### src/lcd_defs.svh
`ifndef LCD_DEFS_SVH
`define LCD_DEFS_SVH
// Behaviour
// RL1: division code 0..4 picks 4/3/2/3-way or static with 1/3 or 1/2 bias.
// RL2: frame clock is watch clock over 2^9, 2^8, 2^7 or 2^6 for codes 0..3.
// RL3: display disabled forces every segment to the unselect level.
// RL4: frame clock runs only while the watch prescaler enable is high.
// RL5: software changes the low-voltage bit only with the display off.
// RL6: power code 00 none, 01 main supply, 10 external bias pin shorted.
// RL7: pin split code n turns 2n shared pins from segment 24 into segments.
// RL8: a pin used as segment never carries the port output path.
// RL9: port read of a pin used as segment returns zero.
// RL10: pull-up is off on every pin used as segment.
// RL11: display memory is scanned continuously without software action.
// RL12: display memory spans FA58h to FA7Fh, one byte per segment.
// RL13: in common slot n each segment selects when its memory bit n is one.
// RL14: upper four memory bits store nothing, read zero; software writes zero.
// RL15: memory bits above the active common count are ignored.
// RL16: static drives all commons alike; unused commons are left open.
// RL17: drive polarity alternates so no pixel sees a net DC voltage.
// RL18: software starts watch timer, fills memory, sets split, then mode.
// RL19: sequencer steps active common slots, inverting polarity each frame.
// RL20: reset clears both control registers: display off, no power, ports.
`define LCD_IDX_MODE   16'hffb0
`define LCD_IDX_CTRL   16'hffb2
`define LCD_IDX_STAT   16'hffb4
`define LCD_IDX_MEM_LO 16'hfa58
`define LCD_IDX_MEM_HI 16'hfa7f
`define LCD_MODE_RST   8'h00
`define LCD_CTRL_RST   8'h00
`define LCD_DIV_4W3B   3'h0
`define LCD_DIV_3W3B   3'h1
`define LCD_DIV_2W2B   3'h2
`define LCD_DIV_3W2B   3'h3
`define LCD_DIV_STAT   3'h4
`define LCD_FCLK_MAX   3'h3
`define LCD_FDIV_EXP0  4'h9
`define LCD_PWR_VDD    2'h1
`define LCD_PWR_BIAS   2'h2
`define LCD_SPLIT_MAX  4'h8
`define LCD_SEG_PIN0   24
`define LCD_NSEG       40
`define LCD_NPIN       16
`define LCD_NCOM       4
`define LCD_LV_VSS     2'h0
`define LCD_LV_ONE     2'h1
`define LCD_LV_TWO     2'h2
`define LCD_LV_VLCD    2'h3
`define LCD_RESP_OKAY  2'h0
`define LCD_RESP_SLV   2'h2
`endif

### src/lcd_pkg.sv
package lcd_pkg;
   typedef struct packed {
      logic       display_enable;
      logic [2:0] frame_clk_sel;
      logic       low_voltage_sel;
      logic [2:0] division_sel;
   } lcd_mode_t;
   typedef struct packed {
      logic [3:0] pin_split;
      logic [1:0] zero_bits;
      logic       ext_power_sel;
      logic       int_power_sel;
   } lcd_ctrl_t;
   typedef struct packed {
      logic [1:0] slot;
      logic       polarity;
      logic       frame_run;
   } lcd_drive_t;
   typedef enum logic [1:0] {
      LCD_WS_COLLECT = 2'b01,
      LCD_WS_RESP    = 2'b10
   } lcd_wst_t;
endpackage : lcd_pkg

### src/lcd_seg_ctrl.sv
// Design decision made here: the AXI4-Lite register port.
`timescale 1ns/1ps
`include "lcd_defs.svh"
module lcd_seg_ctrl #(
   parameter int ADDR_W = 18
) (
   input  wire logic                aclk,
   input  wire logic                aresetn,
   input  wire logic [ADDR_W-1:0]   awaddr,
   input  wire logic                awvalid,
   output logic                     awready,
   input  wire logic [31:0]         wdata,
   input  wire logic [3:0]          wstrb,
   input  wire logic                wvalid,
   output logic                     wready,
   output logic [1:0]               bresp,
   output logic                     bvalid,
   input  wire logic                bready,
   input  wire logic [ADDR_W-1:0]   araddr,
   input  wire logic                arvalid,
   output logic                     arready,
   output logic [31:0]              rdata,
   output logic [1:0]               rresp,
   output logic                     rvalid,
   input  wire logic                rready,
   input  wire logic                watch_tick,
   input  wire logic                prescaler_enable,
   input  wire logic [15:0]         port_out_data,
   input  wire logic [15:0]         port_mode,
   input  wire logic [15:0]         pullup_opt,
   input  wire logic [15:0]         pad_in,
   output logic [39:0][1:0]         seg_lvl,
   output logic [39:0]              seg_oe,
   output logic [3:0][1:0]          com_lvl,
   output logic [3:0]               com_oe,
   output logic [15:0]              pad_out,
   output logic [15:0]              pad_oe,
   output logic [15:0]              pullup_en,
   output logic [15:0]              port_rdata,
   output logic                     pwr_vdd_en,
   output logic                     pwr_bias_short,
   output logic                     low_voltage,
   output logic                     display_valid
);
   localparam int MW = 6;
   lcd_pkg::lcd_mode_t  mode_r;
   lcd_pkg::lcd_ctrl_t  ctrl_r;
   lcd_pkg::lcd_wst_t   wst_r;
   lcd_pkg::lcd_drive_t drv;
   logic [3:0]          mem_r [`LCD_NSEG];
   logic [ADDR_W-1:0]   awaddr_r;
   logic [31:0]         wdata_r;
   logic                wstrb0_r;
   logic                aw_got_r;
   logic                w_got_r;
   logic                wr_fire;
   logic [15:0]         widx;
   logic [15:0]         ridx;
   logic [MW-1:0]       wmem;
   logic [MW-1:0]       rmem;
   logic                w_is_mem;
   logic                r_is_mem;
   logic                rd_mem_r;
   logic [15:0]         pad_s1_r;
   logic [15:0]         pad_s2_r;
   logic [15:0]         seg_pin;
   logic [`LCD_NSEG-1:0] seg_en;
   logic [3:0]          split_eff;
   logic [1:0]          last_slot;
   logic                div_ok;
   logic                is_static;
   logic                half_bias;
   logic                disp_on;
   logic [1:0]          seg_sel_lv;
   logic [1:0]          seg_uns_lv;
   logic [1:0]          com_sel_lv;
   logic [1:0]          com_uns_lv;

   // ---------------- division decode ----------------
   always_comb begin
      div_ok    = 1'b1;
      is_static = 1'b0;
      half_bias = 1'b0;
      last_slot = 2'h3;
      case (mode_r.division_sel) // [RL1]
         `LCD_DIV_4W3B: last_slot = 2'h3;
         `LCD_DIV_3W3B: last_slot = 2'h2;
         `LCD_DIV_2W2B: begin
            last_slot = 2'h1;
            half_bias = 1'b1;
         end
         `LCD_DIV_3W2B: begin
            last_slot = 2'h2;
            half_bias = 1'b1;
         end
         `LCD_DIV_STAT: begin
            last_slot = 2'h0;
            is_static = 1'b1;
         end
         default: div_ok = 1'b0;
      endcase
   end

   lcd_frame_seq #(
      .PRE_W            (9)
   ) u_seq (
      .aclk             (aclk),
      .aresetn          (aresetn),
      .watch_tick       (watch_tick),
      .prescaler_enable (prescaler_enable),
      .fclk_sel         (mode_r.frame_clk_sel),
      .last_slot        (last_slot),
      .drive            (drv)
   );

   // prohibited division codes blank the panel instead of guessing a mode
   assign disp_on = mode_r.display_enable && div_ok && drv.frame_run; // [RL3] [RL4]

   // drive levels: static swings rails only, 1/2 bias parks at mid, 1/3 at thirds
   always_comb begin
      com_sel_lv = drv.polarity ? `LCD_LV_VLCD : `LCD_LV_VSS; // [RL17]
      seg_sel_lv = drv.polarity ? `LCD_LV_VSS : `LCD_LV_VLCD;
      if (is_static || half_bias) begin
         seg_uns_lv = com_sel_lv;
         com_uns_lv = `LCD_LV_ONE;
      end else begin
         seg_uns_lv = drv.polarity ? `LCD_LV_TWO : `LCD_LV_ONE;
         com_uns_lv = drv.polarity ? `LCD_LV_ONE : `LCD_LV_TWO;
      end
   end

   // ---------------- pin split ----------------
   assign split_eff = (ctrl_r.pin_split > `LCD_SPLIT_MAX) ? 4'h0 : ctrl_r.pin_split;

   genvar gj;
   generate
      for (gj = 0; gj < `LCD_NPIN; gj++) begin : g_pin
         assign seg_pin[gj] = (gj / 2) < int'(split_eff); // [RL7]
      end
   endgenerate

   // fixed segments always drive; shared ones only when the split hands them over
   assign seg_en = {seg_pin, {`LCD_SEG_PIN0{1'b1}}}; // [RL7]

   // ---------------- segment and common outputs ----------------
   genvar gk;
   generate
      for (gk = 0; gk < `LCD_NSEG; gk++) begin : g_seg
         // segment k reads the byte counted down from the top of memory
         always_ff @(posedge aclk) begin
            if (!aresetn) begin
               seg_lvl[gk] <= `LCD_LV_VSS;
               seg_oe[gk]  <= 1'b0;
            end else begin
               // slot exceeds the active count only in the cycle after the count drops, so higher bits are otherwise unread
               if (disp_on && mem_r[`LCD_NSEG-1-gk][drv.slot]) begin // [RL11] [RL13] [RL15]
                  seg_lvl[gk] <= seg_sel_lv;
               end else begin
                  seg_lvl[gk] <= seg_uns_lv; // [RL3]
               end
               seg_oe[gk] <= seg_en[gk];
            end
         end
      end
      for (gk = 0; gk < `LCD_NCOM; gk++) begin : g_com
         always_ff @(posedge aclk) begin
            if (!aresetn) begin
               com_lvl[gk] <= `LCD_LV_VSS;
               com_oe[gk]  <= 1'b0;
            end else begin
               if (is_static || drv.slot == 2'(gk)) begin // [RL16]
                  com_lvl[gk] <= com_sel_lv;
               end else begin
                  com_lvl[gk] <= com_uns_lv;
               end
               com_oe[gk] <= div_ok && (is_static || 2'(gk) <= last_slot); // [RL16]
            end
         end
      end
   endgenerate

   // ---------------- shared port pins ----------------
   always_ff @(posedge aclk) begin
      if (!aresetn) begin
         pad_s1_r <= '0;
         pad_s2_r <= '0;
      end else begin
         pad_s1_r <= pad_in;
         pad_s2_r <= pad_s1_r;
      end
   end

   always_ff @(posedge aclk) begin
      if (!aresetn) begin
         pad_out    <= '0;
         pad_oe     <= '0;
         pullup_en  <= '0;
         port_rdata <= '0;
      end else begin
         // port mode bit 0 selects output, but a segment pin still wins
         pad_out    <= port_out_data & ~seg_pin;
         pad_oe     <= ~port_mode & ~seg_pin; // [RL8]
         pullup_en  <= pullup_opt & ~seg_pin; // [RL10]
         port_rdata <= pad_s2_r & ~seg_pin; // [RL9]
      end
   end

   always_ff @(posedge aclk) begin
      if (!aresetn) begin
         pwr_vdd_en     <= 1'b0;
         pwr_bias_short <= 1'b0;
         low_voltage    <= 1'b0;
         display_valid  <= 1'b0;
      end else begin
         pwr_vdd_en     <= {ctrl_r.ext_power_sel, ctrl_r.int_power_sel} == `LCD_PWR_VDD; // [RL6]
         pwr_bias_short <= {ctrl_r.ext_power_sel, ctrl_r.int_power_sel} == `LCD_PWR_BIAS;
         // the bit is passed on as written; changing it with the display on is unsafe
         low_voltage    <= mode_r.low_voltage_sel; // [RL5]
         display_valid  <= disp_on;
      end
   end

   // ---------------- AXI4-Lite write ----------------
   assign widx     = awaddr_r[17:2];
   assign wmem     = MW'(widx - `LCD_IDX_MEM_LO);
   assign w_is_mem = widx >= `LCD_IDX_MEM_LO && widx <= `LCD_IDX_MEM_HI; // [RL12]
   assign wr_fire  = wst_r == lcd_pkg::LCD_WS_COLLECT && aw_got_r && w_got_r;

   always_ff @(posedge aclk) begin
      if (!aresetn) begin
         wst_r    <= lcd_pkg::LCD_WS_COLLECT;
         awready  <= 1'b1;
         wready   <= 1'b1;
         aw_got_r <= 1'b0;
         w_got_r  <= 1'b0;
         awaddr_r <= '0;
         wdata_r  <= '0;
         wstrb0_r <= 1'b0;
         bvalid   <= 1'b0;
         bresp    <= `LCD_RESP_OKAY;
      end else begin
         case (wst_r)
            lcd_pkg::LCD_WS_COLLECT: begin
               if (awvalid && awready) begin
                  awaddr_r <= awaddr;
                  aw_got_r <= 1'b1;
                  awready  <= 1'b0;
               end
               if (wvalid && wready) begin
                  wdata_r  <= wdata;
                  wstrb0_r <= wstrb[0];
                  w_got_r  <= 1'b1;
                  wready   <= 1'b0;
               end
               if (wr_fire) begin
                  bvalid   <= 1'b1;
                  bresp    <= (awaddr_r[1:0] == 2'h0 && (w_is_mem || widx == `LCD_IDX_MODE
                               || widx == `LCD_IDX_CTRL || widx == `LCD_IDX_STAT))
                              ? `LCD_RESP_OKAY : `LCD_RESP_SLV;
                  aw_got_r <= 1'b0;
                  w_got_r  <= 1'b0;
                  wst_r    <= lcd_pkg::LCD_WS_RESP;
               end
            end
            lcd_pkg::LCD_WS_RESP: begin
               if (bready) begin
                  bvalid  <= 1'b0;
                  awready <= 1'b1;
                  wready  <= 1'b1;
                  wst_r   <= lcd_pkg::LCD_WS_COLLECT;
               end
            end
            default: wst_r <= lcd_pkg::LCD_WS_COLLECT;
         endcase
      end
   end

   always_ff @(posedge aclk) begin
      if (!aresetn) begin
         mode_r <= `LCD_MODE_RST; // [RL20]
         ctrl_r <= `LCD_CTRL_RST; // [RL20]
      end else if (wr_fire && wstrb0_r && awaddr_r[1:0] == 2'h0) begin
         if (widx == `LCD_IDX_MODE) begin
            mode_r <= wdata_r[7:0];
         end
         if (widx == `LCD_IDX_CTRL) begin
            ctrl_r <= {wdata_r[7:4], 2'h0, wdata_r[1:0]};
         end
      end
   end

   always_ff @(posedge aclk) begin
      if (wr_fire && wstrb0_r && w_is_mem && awaddr_r[1:0] == 2'h0) begin
         mem_r[wmem] <= wdata_r[3:0]; // [RL14]
      end
   end

   // ---------------- AXI4-Lite read ----------------
   assign ridx     = araddr[17:2];
   assign rmem     = MW'(ridx - `LCD_IDX_MEM_LO);
   assign r_is_mem = ridx >= `LCD_IDX_MEM_LO && ridx <= `LCD_IDX_MEM_HI;

   always_ff @(posedge aclk) begin
      if (!aresetn) begin
         arready  <= 1'b1;
         rvalid   <= 1'b0;
         rdata    <= 32'h0000_0000;
         rresp    <= `LCD_RESP_OKAY;
         rd_mem_r <= 1'b0;
      end else if (arvalid && arready) begin
         arready  <= 1'b0;
         rvalid   <= 1'b1;
         rresp    <= `LCD_RESP_OKAY;
         rdata    <= 32'h0000_0000;
         rd_mem_r <= 1'b0;
         if (araddr[1:0] != 2'h0) begin
            rresp <= `LCD_RESP_SLV;
         end else if (r_is_mem) begin
            rdata    <= {28'h000_0000, mem_r[rmem]}; // [RL14]
            rd_mem_r <= 1'b1;
         end else if (ridx == `LCD_IDX_MODE) begin
            rdata <= {24'h00_0000, mode_r};
         end else if (ridx == `LCD_IDX_CTRL) begin
            rdata <= {24'h00_0000, ctrl_r};
         end else if (ridx == `LCD_IDX_STAT) begin
            rdata <= {28'h000_0000, drv.slot, drv.polarity, disp_on};
         end else begin
            rresp <= `LCD_RESP_SLV;
         end
      end else if (rvalid && rready) begin
         rvalid  <= 1'b0;
         arready <= 1'b1;
      end
   end
endmodule : lcd_seg_ctrl

### src/lcd_frame_seq.sv
`timescale 1ns/1ps
`include "lcd_defs.svh"
module lcd_frame_seq #(
   parameter int PRE_W = 9
) (
   input  wire logic          aclk,
   input  wire logic          aresetn,
   input  wire logic          watch_tick,
   input  wire logic          prescaler_enable,
   input  wire logic [2:0]    fclk_sel,
   input  wire logic [1:0]    last_slot,
   output lcd_pkg::lcd_drive_t drive
);
   logic [PRE_W-1:0] pre_r;
   logic [PRE_W-1:0] mask;
   logic [3:0]       exp_w;
   logic [1:0]       slot_r;
   logic             pol_r;
   logic             run;
   logic             frame_tick;

   assign exp_w = `LCD_FDIV_EXP0 - {1'b0, fclk_sel};
   assign mask  = ~({PRE_W{1'b1}} << exp_w); // [RL2]
   // prohibited select codes stop the frame clock rather than guess a rate
   assign run        = prescaler_enable && (fclk_sel <= `LCD_FCLK_MAX); // [RL4]
   assign frame_tick = run && watch_tick && ((pre_r & mask) == mask);

   always_ff @(posedge aclk) begin
      if (!aresetn || !run) begin
         pre_r <= '0;
      end else if (watch_tick) begin
         pre_r <= pre_r + 1'b1;
      end
   end

   always_ff @(posedge aclk) begin
      if (!aresetn) begin
         slot_r <= 2'h0;
         pol_r  <= 1'b0;
      end else if (slot_r > last_slot) begin
         slot_r <= 2'h0;
      end else if (frame_tick) begin
         if (slot_r == last_slot) begin
            slot_r <= 2'h0;
            pol_r  <= ~pol_r; // [RL17] [RL19]
         end else begin
            slot_r <= slot_r + 2'h1; // [RL19]
         end
      end
   end

   assign drive = '{slot: slot_r, polarity: pol_r, frame_run: run};
endmodule : lcd_frame_seq

### config.mk
export PLATFORM = sky130hd
export DESIGN_NAME = lcd_seg_ctrl
export DESIGN_NICKNAME = d
export VERILOG_FILES = /design/src/lcd_pkg.sv /design/src/lcd_seg_ctrl.sv /design/src/lcd_frame_seq.sv
export VERILOG_INCLUDE_DIRS = /design/src
export SDC_FILE = /design/constraint.sdc
export NUM_CORES = 1
export LEC_CHECK = 0
export BUFFER_PORTS_ARGS = -buffer_cell sky130_fd_sc_hd__buf_2
export CAP_MARGIN = 10
export CORE_ASPECT_RATIO = 0.9
export CORE_MARGIN = 4
export CORE_UTILIZATION = 45
export CTS_BUF_LIST = sky130_fd_sc_hd__clkbuf_8 sky130_fd_sc_hd__clkbuf_16
export CTS_CLUSTER_DIAMETER = 40
export CTS_CLUSTER_SIZE = 20
export DETAILED_ROUTE_END_ITERATION = 16
export PLACE_DENSITY = 0.64
export RECOVER_POWER = 100
export SLEW_MARGIN = 20
export SYNTH_ARGS = -nofsm -noshare
export SYNTH_HDL_FRONTEND = slang
export SYNTH_SLANG_ARGS = --single-unit
### constraint.sdc
create_clock -name aclk -period 2.5 [get_ports aclk]
set_input_delay 0.125 -clock aclk [delete_from_list [all_inputs] [get_ports aclk]]
set_output_delay 0.125 -clock aclk [all_outputs]
set_load 0.005 [all_outputs]
* Word level (Yosys, flattened, before mapping)
Memories as Yosys holds them, arrays and structs flattened.
Index checks and enable logic that the tools add are counted.
** Storage, ports and cells
- Bits in registers :: 299
- Bits in writable memories :: 160
- Word-level logic and storage cells :: 422
- Memories :: 1
** Cells by class
- $add $sub $neg :: 5
- $lt $le $gt $ge :: 20
- Eq/ne operators :: 23
- Shift-type cells :: 1
- Multiplexer cells :: 169
- Bitwise operators :: 11
- Reduce and logical (&&, ||, !) cells :: 101
** Memory list
- mem_r :: depth 40, bits a word 4, read ports 41, clocked after memory_dff 0, write ports 1, RTL line lcd_seg_ctrl.sv:50 : logic [3:0] mem_r [`LCD_NSEG];
** Operators with widths (number)
- two-way mux 2 bit :: 59
- == test 16 bit (second input constant) :: 6
- binary-select mux 1 bit (select 2 bit) :: 40
- AND 16 bit :: 4
- logical AND 1 bit :: 62
- two-way mux 1 bit :: 59
- greater-or-equal comparator 16 bit (second input constant) :: 2
- <= comparator 16 bit (second input constant) :: 2
- two-way mux 8 bit :: 4
- NOT 16 bit :: 2
- less-than comparator 3 x 4 -> 1 bit (first input constant) :: 4
- AND reduction 2 bit :: 8
- logical OR 1 bit :: 13
- AND reduction 3 bit :: 4
- subtractor 6 x 5 -> 6 bit (second input constant) :: 2
- nonzero test 2 bit :: 5
- adder 9 x 1 -> 9 bit (second input constant) :: 1
- AND 9 bit :: 1
- == test 9 bit :: 1
- NOT 9 bit :: 1
- left shift 9 x 4 -> 9 bit (first input constant) :: 1
- == test 2 bit (second input constant) :: 4
- less-than comparator 1 x 4 -> 1 bit (first input constant) :: 2
- less-than comparator 2 x 4 -> 1 bit (first input constant) :: 2
- other kinds (25) :: 41

* Longest topological paths before layout
Gate-level depths: netlist of the first run.
- Depth in word-level cells :: 10
- Gate-level depth with buffers :: 10
- Gate-level depth less buffers :: 9

* Cells and area by module
A second synthesis of the first run with hierarchy kept.
** Unflattened totals
- Cells, all modules :: 1649
- Area total of the unflattened synthesis :: 21239.1 µm²
** Modules (own cells, without submodules)
- lcd_seg_ctrl :: times used 1, cells each 1559, area each 20479.6 µm²
- lcd_frame_seq :: times used 1, cells each 90, area each 759.5 µm²

* Worst setup path before layout of the first run
Ideal clock, no wire load.
- Path type :: register to register
- Start :: reg awaddr_r[11]
- End :: mem mem_r[16][0], enable pin
- Setup time :: 330 ps
- Data arrival time :: 1654 ps
- Data required time :: 2170 ps
- Path slack :: 516 ps
- Stages on the path, launching flop included :: 7
- Period minus slack after synthesis :: 1984 ps
- Cells stage by stage :: dfxtp_1 > nor4bb_1 > nand4_1 > nor3b_1 > nor2b_1 > nand2_1 > nor2_1
** On the way
- Longest elaborated chain between the ends :: 6
** Ends and longest elaborated chain
- from (decl) :: RTL line lcd_seg_ctrl.sv:51 : logic [ADDR_W-1:0] awaddr_r;
- from (signal assigned) :: RTL line lcd_seg_ctrl.sv:245 : awaddr_r <= awaddr;
- greater-or-equal comparator 16 bit (no source line) or <= comparator 16 bit (tied branches)
- logical AND 1 bit (no source line) *
- logical AND 1 bit * (2 in series) :: RTL line lcd_seg_ctrl.sv:293 : if (wr_fire && wstrb0_r && w_is_mem && awaddr_r[1:0] == 2'h0) begin
- two-way mux 1 bit * :: RTL line lcd_seg_ctrl.sv:293
- two-way mux 1 bit (implied by the code) * :: RTL line lcd_seg_ctrl.sv:294 : mem_r[wmem] <= wdata_r[3:0];
- to (decl) :: RTL line lcd_seg_ctrl.sv:50
Mark *: on every way between the ends. The rest lies on a longest branch, timed or not.

* Worst setup path after layout of the first run
- Start :: reg awaddr_r[11]
- End :: mem mem_r[9][2], enable pin
Same word-level chain as after synthesis.

==> out/metrics.cfg, run 1 <==
[outcome]
outcome = finished, violations left
failed_checks = max-capacitance violations, max-slew violations

[worst_setup_path]
r2r_cells = 7
worstSetupPathType = reg -> reg
cp-end-kind = flip-flop
critPathArrivalTime_ps = 2650
worst-path-buf-inv = 1
r2r_slack_ps = 90
crit_chain = nor4bb_1 -> nand4_1 -> nor3b_1 -> and2_0 -> nand2_1 -> clkbuf_8 -> nor2_1
r2r-end = mem_r[9][2]
cpLargestDelayFamily = simple AND/OR/NAND/NOR gates
cp-start-kind = flip-flop
worstSetupPathDepth = 7
slowest_stage = nor4bb_1
setup.worst_path.start = awaddr_r[11]
rr_startpoint = awaddr_r[11]
slowest_delay_ps = 370
crit_fanout = 8
cp.required_ps = 2740
endpoint = mem_r[9][2]

[sta]
finalHoldViolations = 0
clock_skew_ps = 15.67
fin_ws_ps = 85.25
tightest_slew_ps = 1775
setup_viol = 0
rsz0062_at_grt = false
fin_crit_ps = 2415
slew_headroom_pct = -18.31
fmax_mhz = 414.1
final.period_utilization_pct = 96.59
slew_violations = 231
tns_ps = 0

[cells_and_area]
layout_commonest_cell = dfxtp_1
most-common-layout-cells = dfxtp_1 (271), edfxtp_1 (256), buf_2 (201)
fin_util_pct = 58.53
antennaDiodeCount = 0
area_delta_synth_final_pct = 28.23
finalNetCount = 2359
stdcell_count = 2873
drive_gt1_share_pct = 23.70

[clocking]
cts_root_buffer = clkbuf_16
cts_max_level = 3
cts_buffer_depth = 3
clk_latency_ps = 590
tritoncts = done
postCtsSetupRepairBufs = 0
cts_sinks = 529
cts_inserted_buffers = 71
clk_pin_slew_worst_paths_ps = 60

[synthesis]
synth_ff_type = dfxtp_1
synth_cells = 1680
synth_area_leaders = edfxtp_1 (36%), dfxtp_1 (26%), mux4_2 (8.0%), mux2i_1 (3.4%), nor2_1 (3.2%)
yosysTopAreaCell = edfxtp_1
ys_types = 56
ys_ff_latch = 529
synth.cell_area_um2 = 21370
syn_area_per_cell_um2 = 12.72
synth-edff-count = 256
async_reset_ff_share_pct = 0
ys_seq_area_share_pct = 61.53
ys_warn_count = 0
synth_top_area_share_pct = 35.97

[grt]
grt_max_degree = 87
grt_usage_pct = 22.91
antenna_found_initial = 0
grt_pass1_vias = 14778
grt-ovfl-total = 0
grt_pass1_wl_um = 89930

[drt]
ant_nets = 0
drt_iter0_drc = 1327
routedWlPerCell_um = 20.98
drt-total-wl_um = 60270
avgViaCountPerCell = 5.238
drc_errors = 0
routed-via-count = 15048
first_pass_iters = 5

[pwr]
power_leakage_nw = 10.77
p_total_mw = 20.65
p_per_area_nw_per_um2 = 753.5
ir_drop_mv = 0.5481

[floorplan]
row_count = 75
fp.dieW_um = 237.7
ios = 386
dieArea_um2 = 51050
die_y_um = 214.8
start_util_pct = 45.65
core_area_um2 = 46830

[placement]
dp_cells = 2639
post-dp-hpwl_um = 41790
gp_congestion = 0.8815
port_buffers = 332
pre_cts_ws_ps = 21.32

[hold_path]
min_path_type = in -> reg

[job]
cap_violations = 4

[report_power, final]
| part | switching (mW) | total, mW | leakage [nW] | internal, mW |
|---|---|---|---|---|
| combinational | 0.634 | 1.12 | 4.81 | 0.483 |
| sequential | 0.0710 | 9.31 | 4.75 | 9.24 |
| clock | 4.00 | 10.2 | 1.22 | 6.22 |
[synth_stat cells (28+ instances only)]
cell	count
a211oi_1	41
nand2_1	123
dfxtp_1	273
a21oi_1	72
clkbuf_1	55
buf_4	65
xnor2_1	42
nor2b_1	93
and2_1	66
nor2_1	181
mux4_2	76
mux2i_1	73
edfxtp_1	256
o21ai_0	28
and3_1	29
[sequential cells by signal (all words and copies together), names as in the netlist, 4 cells and up]
signal,flops
com_oe,4
u_seq.pre_r,9
port_rdata,16
pad_oe,16
pad_s1_r,16
mode_r,8
com_lvl,8
mem_r,256
seg_oe,9
awaddr_r,18
seg_lvl,80
pad_out,16
pad_s2_r,16
rdata,8
ctrl_r,6
pullup_en,16
wdata_r,8
[through the flow]
| stage | hold slack, ps | cell area, µm² |
|---|---|---|
| after detailed placement | 284.1 | 24280 |
| after global routing | 66.46 | 27410 |
| after global placement | 281.7 | 24280 |
| after CTS | 40.68 | 27790 |
| final | 69.95 | 27410 |
| after floorplan | 152.7 | 21470 |
[worst reg2reg max path, cell delays in order, from the launching register on]
cell	delay [ps]
dfxtp_1	320
nor4bb_1	370
nand4_1	210
nor3b_1	280
and2_0	270
nand2_1	100
clkbuf_8	200
nor2_1	310
[per-layer routing]
layer  share of wire (%)  GRT usage (%)  vias up
li1                    -              -     7002
met1                  42          30.75     7301
met2                  48          37.96      634
met3                 7.5          4.820      111
met5                   0              0        -
met4                 2.7          6.460        0
[logic make-up after synthesis]
family | share of synthesized area, %
fa+ha+maj | 0.9249
compound gates | 5.315
flops | 61.53
simple gates | 13.39
other cells | 0.01754
mux | 12.48
buf+inv | 4.244
xor+xnor | 2.090
[worst min-delay path by stage]
stage / startpoint / to / cells past startpoint
after CTS: araddr[11] / rdata[1] / 5
after global placement: port_mode[1] / pad_oe[1] / 2
after global routing: araddr[11] / rdata[1] / 5
after floorplan: aresetn / seg_oe[23] / 0
after detailed placement: port_mode[1] / pad_oe[1] / 2
final: araddr[11] / rdata[1] / 5
[cell type report]
| cell class | count | area [µm²] |
|---|---|---|
| clock buffers | 79 | 1921 |
| well taps | 616 | 770.7 |
| fillers | 3798 | 19420 |
| inverters | 13 | 51.30 |
| flip-flops and latches | 529 | 13160 |
| multi-input cells | 1015 | 7411 |
| clock inverters | 52 | 550.5 |
| repair buffers | 569 | 3546 |
[repair_timing]
| item | 4_1_cts | 5_1_grt |
|---|---|---|
| gates resized for setup | 1 | 0 |
| hold endpoints to repair | 106 | 0 |
| hold buffers | 103 | 0 |
| endpoints found under the setup margin | 4 | 0 |
(Power assumes the default switching activity.)
==> run 2, diff against run 1 <==
- SYNTH_HIERARCHICAL: unset -> 1
==> out/metrics.cfg, run 2 <==
[drt]
first_pass_iters = 5  ; unchanged
routed-via-count = 14939  ; was 15048
drt-met1-wl_um = 24860  ; was 25240 µm
met3_length_um = 4707  ; was 4493 µm
avgViaCountPerCell = 5.320  ; was 5.238
routedWlPerCell_um = 21.31  ; was 20.98 µm
top_layer_used = met5  ; was met4
ant_nets = 0  ; unchanged
drt-total-wl_um = 59830  ; was 60270 µm
drc_errors = 0  ; unchanged
route.met2.wl_um = 29090  ; was 28930 µm
drt_iter0_drc = 1305  ; was 1327

[cells_and_area]
drive_gt1_share_pct = 24.42  ; was 23.70%
area_delta_synth_final_pct = 26.62  ; was 28.23%
finalNetCount = 2289  ; was 2359
top_regs = mem_r (256), seg_lvl (80), awaddr_r (18)  ; unchanged
largest_reg_flops = 256  ; unchanged
most-common-layout-cells = dfxtp_1 (271), edfxtp_1 (256), nor2_1 (224)  ; was dfxtp_1 (271), edfxtp_1 (256), buf_2 (201)
layout_commonest_cell = dfxtp_1  ; unchanged
max_flop_register = mem_r  ; unchanged

[sta]
tns_ps = 0  ; unchanged
rsz0062_at_grt = false  ; unchanged
timing.hold.ws_ps = 80.87  ; was 69.95 ps
clock_skew_ps = 18.96  ; was 15.67 ps
fin_ws_ps = 108.3  ; was 85.25 ps
slew_headroom_pct = -7.892  ; was -18.31%
fin_crit_ps = 2392  ; was 2415 ps
fmax_mhz = 418.1  ; was 414.1 MHz
slew_violations = 66  ; was 231
final.period_utilization_pct = 95.67  ; was 96.59%
finalHoldViolations = 0  ; unchanged
tightest_slew_ps = 1618  ; was 1775 ps
setup_viol = 0  ; unchanged

[synthesis]
syn_area_per_cell_um2 = 12.88  ; was 12.72 µm²
ys_seq_area_share_pct = 61.93  ; was 61.53%
synth-edff-count = 256  ; unchanged
synth_common_cells = dfxtp_1 (273), edfxtp_1 (256), nor2_1 (226), nand2_1 (140), mux4_2 (93)  ; was dfxtp_1 (273), edfxtp_1 (256), nor2_1 (181), nand2_1 (123), nor2b_1 (93)
async_reset_ff_share_pct = 0  ; unchanged
ys_types = 73  ; was 56
yosysMostFrequentCell = dfxtp_1  ; unchanged
ys_warn_count = 6  ; was 0
synth_area_leaders = edfxtp_1 (36%), dfxtp_1 (26%), mux4_2 (9.9%), nor2_1 (4.0%), nand2_1 (2.5%)  ; was edfxtp_1 (36%), dfxtp_1 (26%), mux4_2 (8.0%), mux2i_1 (3.4%), nor2_1 (3.2%)
synth_cells = 1649  ; was 1680
synth_ff_type = dfxtp_1  ; unchanged
synth.cell_area_um2 = 21240  ; was 21370 µm²
synth_top_area_share_pct = 36.19  ; was 35.97%
ys_ff_latch = 529  ; unchanged
yosysTopAreaCell = edfxtp_1  ; unchanged

[worst_setup_path]
cp-start-kind = flip-flop  ; unchanged
crit_chain = and4b_1 -> nand4_2 -> and4bb_1 -> nand2_1 -> clkbuf_2 -> nor2_1 -> clkbuf_2  ; was nor4bb_1 -> nand4_1 -> nor3b_1 -> and2_0 -> nand2_1 -> clkbuf_8 -> nor2_1
r2r_slack_ps = 110  ; was 90 ps
cpLargestDelayFamily = simple AND/OR/NAND/NOR gates  ; unchanged
cp-end-kind = flip-flop  ; unchanged
r2r-end = mem_r[43][2]  ; was mem_r[9][2]
cp.required_ps = 2810  ; was 2740 ps
worstSetupPathDepth = 7  ; unchanged
worstSetupPathType = reg -> reg  ; unchanged
setup.worst_path.start = wst_r[1]  ; was awaddr_r[11]
cp_common_cell = clkbuf_2
worst-path-buf-inv = 2  ; was 1
slowest_stage = and4bb_1  ; was nor4bb_1
rr_startpoint = wst_r[1]  ; was awaddr_r[11]
crit_fanout = 8  ; unchanged
critPathArrivalTime_ps = 2700  ; was 2650 ps
slowest_delay_ps = 380  ; was 370 ps
endpoint = mem_r[43][2]  ; was mem_r[9][2]
r2r_cells = 7  ; unchanged

[grt]
antenna_found_initial = 1  ; was 0
grt_pass1_wl_um = 91430  ; was 89930 µm
grt_max_degree = 84  ; was 87
grt-ovfl-total = 0  ; unchanged
grt_pass1_vias = 15154  ; was 14778
grt_usage_pct = 23.04  ; was 22.91%

[pwr]
p_sw_mw = 4.750  ; was 4.708 mW
p_total_mw = 20.21  ; was 20.65 mW
power_leakage_nw = 10.18  ; was 10.77 nW
p_sw_share_pct = 23.51  ; was 22.80%
ir_drop_mv = 0.5588  ; was 0.5481 mV
pwr-share-comb_pct = 5.6  ; was 5.4%
p_seq_share_pct = 46.1  ; was 45.1%
p_per_area_nw_per_um2 = 751.4  ; was 753.5 nW/µm²
cell_internal_pwr_mw = 15.46  ; was 15.94 mW
p_clk_share_pct = 48.3  ; was 49.5%

[floorplan]
core_area_um2 = 46640  ; was 46830 µm²
die_y_um = 214.1  ; was 214.8 µm
fp.dieW_um = 237  ; was 237.7 µm
row_count = 75  ; unchanged
dieArea_um2 = 50740  ; was 51050 µm²
ios = 386  ; unchanged
start_util_pct = 45.54  ; was 45.65%

[placement]
gp_congestion = 0.8927  ; was 0.8815
post-dp-hpwl_um = 41090  ; was 41790 µm
port_buffers = 332  ; unchanged
pre_cts_ws_ps = 30.11  ; was 21.32 ps

[clocking]
cts_root_buffer = clkbuf_16  ; unchanged
cts_inserted_buffers = 70  ; was 71
tritoncts = done  ; unchanged
cts_buffer_depth = 3  ; unchanged
clk_pin_slew_worst_paths_ps = 60  ; about the same
cts_sinks = 529  ; unchanged
cts_max_level = 3  ; unchanged
clk_latency_ps = 600  ; was 590 ps

[job]
cap_violations = 1  ; was 4

[outcome]
outcome = finished, violations left  ; unchanged
failed_checks = max-capacitance violations, max-slew violations  ; unchanged

[hold_path]
min_path_type = in -> reg  ; unchanged
hold_depth = 3  ; was 5

==> run 2: changes by cell type in the layout (fill, tap and decap cells not counted), moves of 8 or more <==
| cell | previous run | this run |
|---|---|---|
| a21oi_1 | 72 | 51 |
| and2b_1 | 8 | 0 |
| buf_4 | 66 | 40 |
| mux2i_1 | 73 | 43 |
| mux4_2 | 76 | 93 |
| nand2_1 | 123 | 140 |
| nor2_1 | 181 | 224 |
| nor2b_1 | 92 | 17 |
| o21ai_0 | 28 | 18 |
==> run 2: worst min path at each step <==
stage,from,endpoint,slack (ps)
2_1_floorplan,aresetn,seg_oe[23],150
3_3_place_gp,port_mode[13],pad_oe[13],280
3_5_place_dp,port_mode[3],pad_oe[3],280
4_1_cts,arvalid,rresp[1],70
5_1_grt,arvalid,rresp[1],90
6_report,arvalid,rresp[1],80
==> run 2: final cells by class <==
| class | instances | area, µm² |
|---|---|---|
| inverters | 16 | 61.31 |
| fillers | 3771 | 19750 |
| multi-input cells | 984 | 7292 |
| repair buffers | 532 | 3269 |
| flip-flops and latches | 529 | 13160 |
| clock inverters | 56 | 511.7 |
| diodes | 1 | 2.502 |
| well taps | 616 | 770.7 |
| clock buffers | 74 | 1829 |
==> run 2: per-layer routing <==
metal	GRT usage, %	vias up
met4	5.624	2
met2	38.52	600
met3	4.913	87
met1	30.98	7371
li1	-	6879
met5	0	-
==> run 2: kinds of logic after synthesis <==
kind of cell	after synthesis	share of synthesized area, %
AO/OA/AOI/OAI	179	5.702
XOR/XNOR	53	2.186
adder cells (fa/ha/maj)	11	0.6480
buffers and inverters	161	4.230
flip-flops	529	61.93
multiplexers	147	12.47
other	1	0.01766
AND/OR/NAND/NOR	568	12.82
==> run 2: tightest hold or removal path: stages <==
cell and delay (ps):
buf_2 100, and2_1 240, a31oi_1 160
==> run 2: power groups by stage <==
stage	Sequential, mW	Combinational [mW]	Clock [mW]
2_1_floorplan	9.52	0.543	0
3_3_place_gp	9.49	0.998	0
3_5_place_dp	9.50	1.01	0
4_1_cts	9.31	1.14	9.92
5_1_grt	9.33	1.22	10.3
6_report	9.32	1.12	9.76
==> run 2: timing repair <==
action	CTS	global route
gates resized for setup	0	3
hold buffers	103	0
endpoints found under the hold margin	114	0
endpoints found under the setup margin	0	128
buffers inserted	0	0
==> run 2: through the flow <==
| stage | utilization [%] | std cells | area (µm²) |
|---|---|---|---|
| CTS | 58.35 | 2807 | 27210 |
| detailed placement | 51.12 | 2574 | 23840 |
| floorplan | - | 1674 | 21330 |
| global placement | 51.12 | 2574 | 23840 |
| global route | 57.66 | 2807 | 26890 |
| finish | 57.66 | 2808 | 26890 |
==> run 3, diff against run 2 <==
- BUFFER_PORTS_ARGS: -buffer_cell sky130_fd_sc_hd__buf_2 -> unset
- CAP_MARGIN: 10 -> 15
- DONT_BUFFER_PORTS: unset -> 1
- PLACE_DENSITY: 0.64 -> 0.57
==> out/metrics.cfg, run 3 (same netlist as run 2, synthesis figures left out) <==
[sta]
tns_ps = 0  ; unchanged
setup_viol = 0  ; unchanged
rsz0062_at_grt = false  ; unchanged
finalHoldViolations = 0  ; unchanged
fmax_mhz = 416.3  ; was 418.1 MHz
slew_violations = 79  ; was 66
tightest_slew_ps = 1634  ; was 1618 ps
fin_crit_ps = 2402  ; was 2392 ps
slew_headroom_pct = -8.943  ; was -7.892%
clock_skew_ps = 16.99  ; was 18.96 ps
final.period_utilization_pct = 96.08  ; was 95.67%

[pwr]
p_total_mw = 20.35  ; was 20.21 mW
cell_internal_pwr_mw = 15.84  ; was 15.46 mW
p_seq_share_pct = 46.2  ; was 46.1%
pwr-share-comb_pct = 3.9  ; was 5.6%
p_per_area_nw_per_um2 = 797.1  ; was 751.4 nW/µm²
p_sw_mw = 4.510  ; was 4.750 mW
p_sw_share_pct = 22.16  ; was 23.51%
p_clk_share_pct = 49.9  ; was 48.3%
power_leakage_nw = 9.230  ; was 10.18 nW
ir_drop_mv = 0.4402  ; was 0.5588 mV

[placement]
post-dp-hpwl_um = 38550  ; was 41090 µm
gp_congestion = 0.8499  ; was 0.8927
port_buffers = 0  ; was 332
postPlaceCellArea_um2 = 21960  ; was 23840 µm²

[outcome]
failed_checks = max-capacitance violations, max-slew violations  ; unchanged
outcome = finished, violations left  ; unchanged

[grt]
grt_pass1_wl_um = 85990  ; was 91430 µm
grt_max_degree = 82  ; was 84
grt-ovfl-total = 0  ; unchanged
grt_pass1_vias = 13571  ; was 15154
grt_usage_pct = 22.10  ; was 23.04%
antenna_found_initial = 0  ; was 1

[clocking]
clk_pin_slew_worst_paths_ps = 50  ; was 60 ps
cts_inserted_buffers = 72  ; was 70
cts_buffer_depth = 3  ; unchanged
clk_latency_ps = 590  ; was 600 ps
tritoncts = done  ; unchanged
cts_root_buffer = clkbuf_16  ; unchanged
cts_sinks = 529  ; unchanged
cts_max_level = 3  ; unchanged
postCtsSetupRepairBufs = 0  ; unchanged

[cells_and_area]
largest_reg_flops = 256  ; unchanged
finalNetCount = 1957  ; was 2289
layout_commonest_cell = dfxtp_1  ; unchanged
fin_area_um2 = 25530  ; was 26890 µm²
n_fill_cell = 3731  ; was 3771
drive_gt1_share_pct = 16.83  ; was 24.42%
top_regs = mem_r (256), seg_lvl (80), awaddr_r (18)  ; unchanged
area_delta_synth_final_pct = 20.19  ; was 26.62%
max_flop_register = mem_r  ; unchanged
most-common-layout-cells = dfxtp_1 (270), edfxtp_1 (256), nor2_1 (226)  ; was dfxtp_1 (271), edfxtp_1 (256), nor2_1 (224)

[floorplan]
dieArea_um2 = 50740  ; unchanged
fp.dieW_um = 237  ; unchanged
ios = 386  ; unchanged
row_count = 75  ; unchanged
core_area_um2 = 46640  ; unchanged
start_util_pct = 45.54  ; unchanged
die_y_um = 214.1  ; unchanged

[drt]
drc_errors = 0  ; unchanged
drt-total-wl_um = 57920  ; was 59830 µm
ant_nets = 0  ; unchanged
drt_iter0_drc = 1305  ; unchanged
routed-via-count = 13628  ; was 14939
avgViaCountPerCell = 5.502  ; was 5.320
first_pass_iters = 5  ; unchanged
routedWlPerCell_um = 23.38  ; was 21.31 µm

[worst_setup_path]
critPathArrivalTime_ps = 2700  ; about the same
cp-start-kind = flip-flop  ; unchanged
cp-end-kind = flip-flop  ; unchanged
worstSetupPathType = reg -> reg  ; unchanged
crit_fanout = 8  ; unchanged
cp.required_ps = 2800  ; was 2810 ps

[hold_path]
min_path_type = in -> reg  ; unchanged

[job]
cap_violations = 1  ; unchanged

run 3: changes by cell type in the layout (fill, tap and decap cells not counted), sizes merged:
| cell | delta |
|---|---|
| clkbuf | -129 |
| clkinv | -6 |
| inv | +2 |
| buf | -209 |
| clkinvlp | -6 |
| dlygate4sd3 | +17 |
run 3: area by class of cell:
cell class	instances	area (µm²)	share of cell area (%)
inverters	16	61.31	0.2402
flip-flops and latches	529	13160	51.54
repair buffers	198	1764	6.911
well taps	616	770.7	3.019
multi-input cells	984	7297	28.58
diodes	1	2.502	0.009802
clock buffers	87	2064	8.087
clock inverters	46	411.6	1.613
run 3: power by group through the flow:
stage / sequential, mW / combinational [mW] / clock, mW
2_1_floorplan: 9.52 / 0.543 / 0
3_3_place_gp: 9.58 / 0.595 / 0
3_5_place_dp: 9.58 / 0.601 / 0
4_1_cts: 9.39 / 0.791 / 10.3
5_1_grt: 9.41 / 0.856 / 10.8
6_report: 9.39 / 0.790 / 10.2
run 3: final timing paths:
path | endpoint | start | slack, ps | cells after the start
setup / recovery | mem_r[61][1] | wst_r[0] | 100 | 7
hold / removal | rvalid | arvalid | 30 | 2
setup reg to reg | mem_r[61][1] | wst_r[0] | 100 | 7
hold reg to reg | port_rdata[1] | pad_s2_r[1] | 420 | 1
run 3: metal layers:
layer / share of wire [%] / GRT usage [%]
met5: 0 / 0
met4: 2.8 / 6.577
met3: 8.4 / 6.314
met2: 48 / 36.11
met1: 41 / 28.90
run 3: worst max-delay path, stage by stage (launching register included):
cell	delay, ps
dfxtp_1	390
and4b_1	330
nand4_2	190
and4bb_1	370
nand2_1	80
clkbuf_2	340
nor2_1	250
buf_4	160
run 3: through the flow:
| stage | hold WS [ps] | utilization, % | std cells | setup slack (ps) |
|---|---|---|---|---|
| 6_report | 27.35 | 54.74 | 2477 | 97.91 |
| 5_1_grt | 25.55 | 54.73 | 2476 | 21.97 |
| 4_1_cts | 11.51 | 55.03 | 2476 | 75.05 |
| 3_5_place_dp | 157.6 | 47.09 | 2222 | 144.3 |
| 3_3_place_gp | 158.0 | 47.09 | 2222 | 198.2 |
| 2_1_floorplan | 152.7 | - | 1674 | 403.1 |
run 3: repair_timing:
action / CTS / global route
hold buffers: 121 / 0
gates resized for setup: 0 / 2
hold endpoints to repair: 163 / 0
setup endpoints to repair: 0 / 74
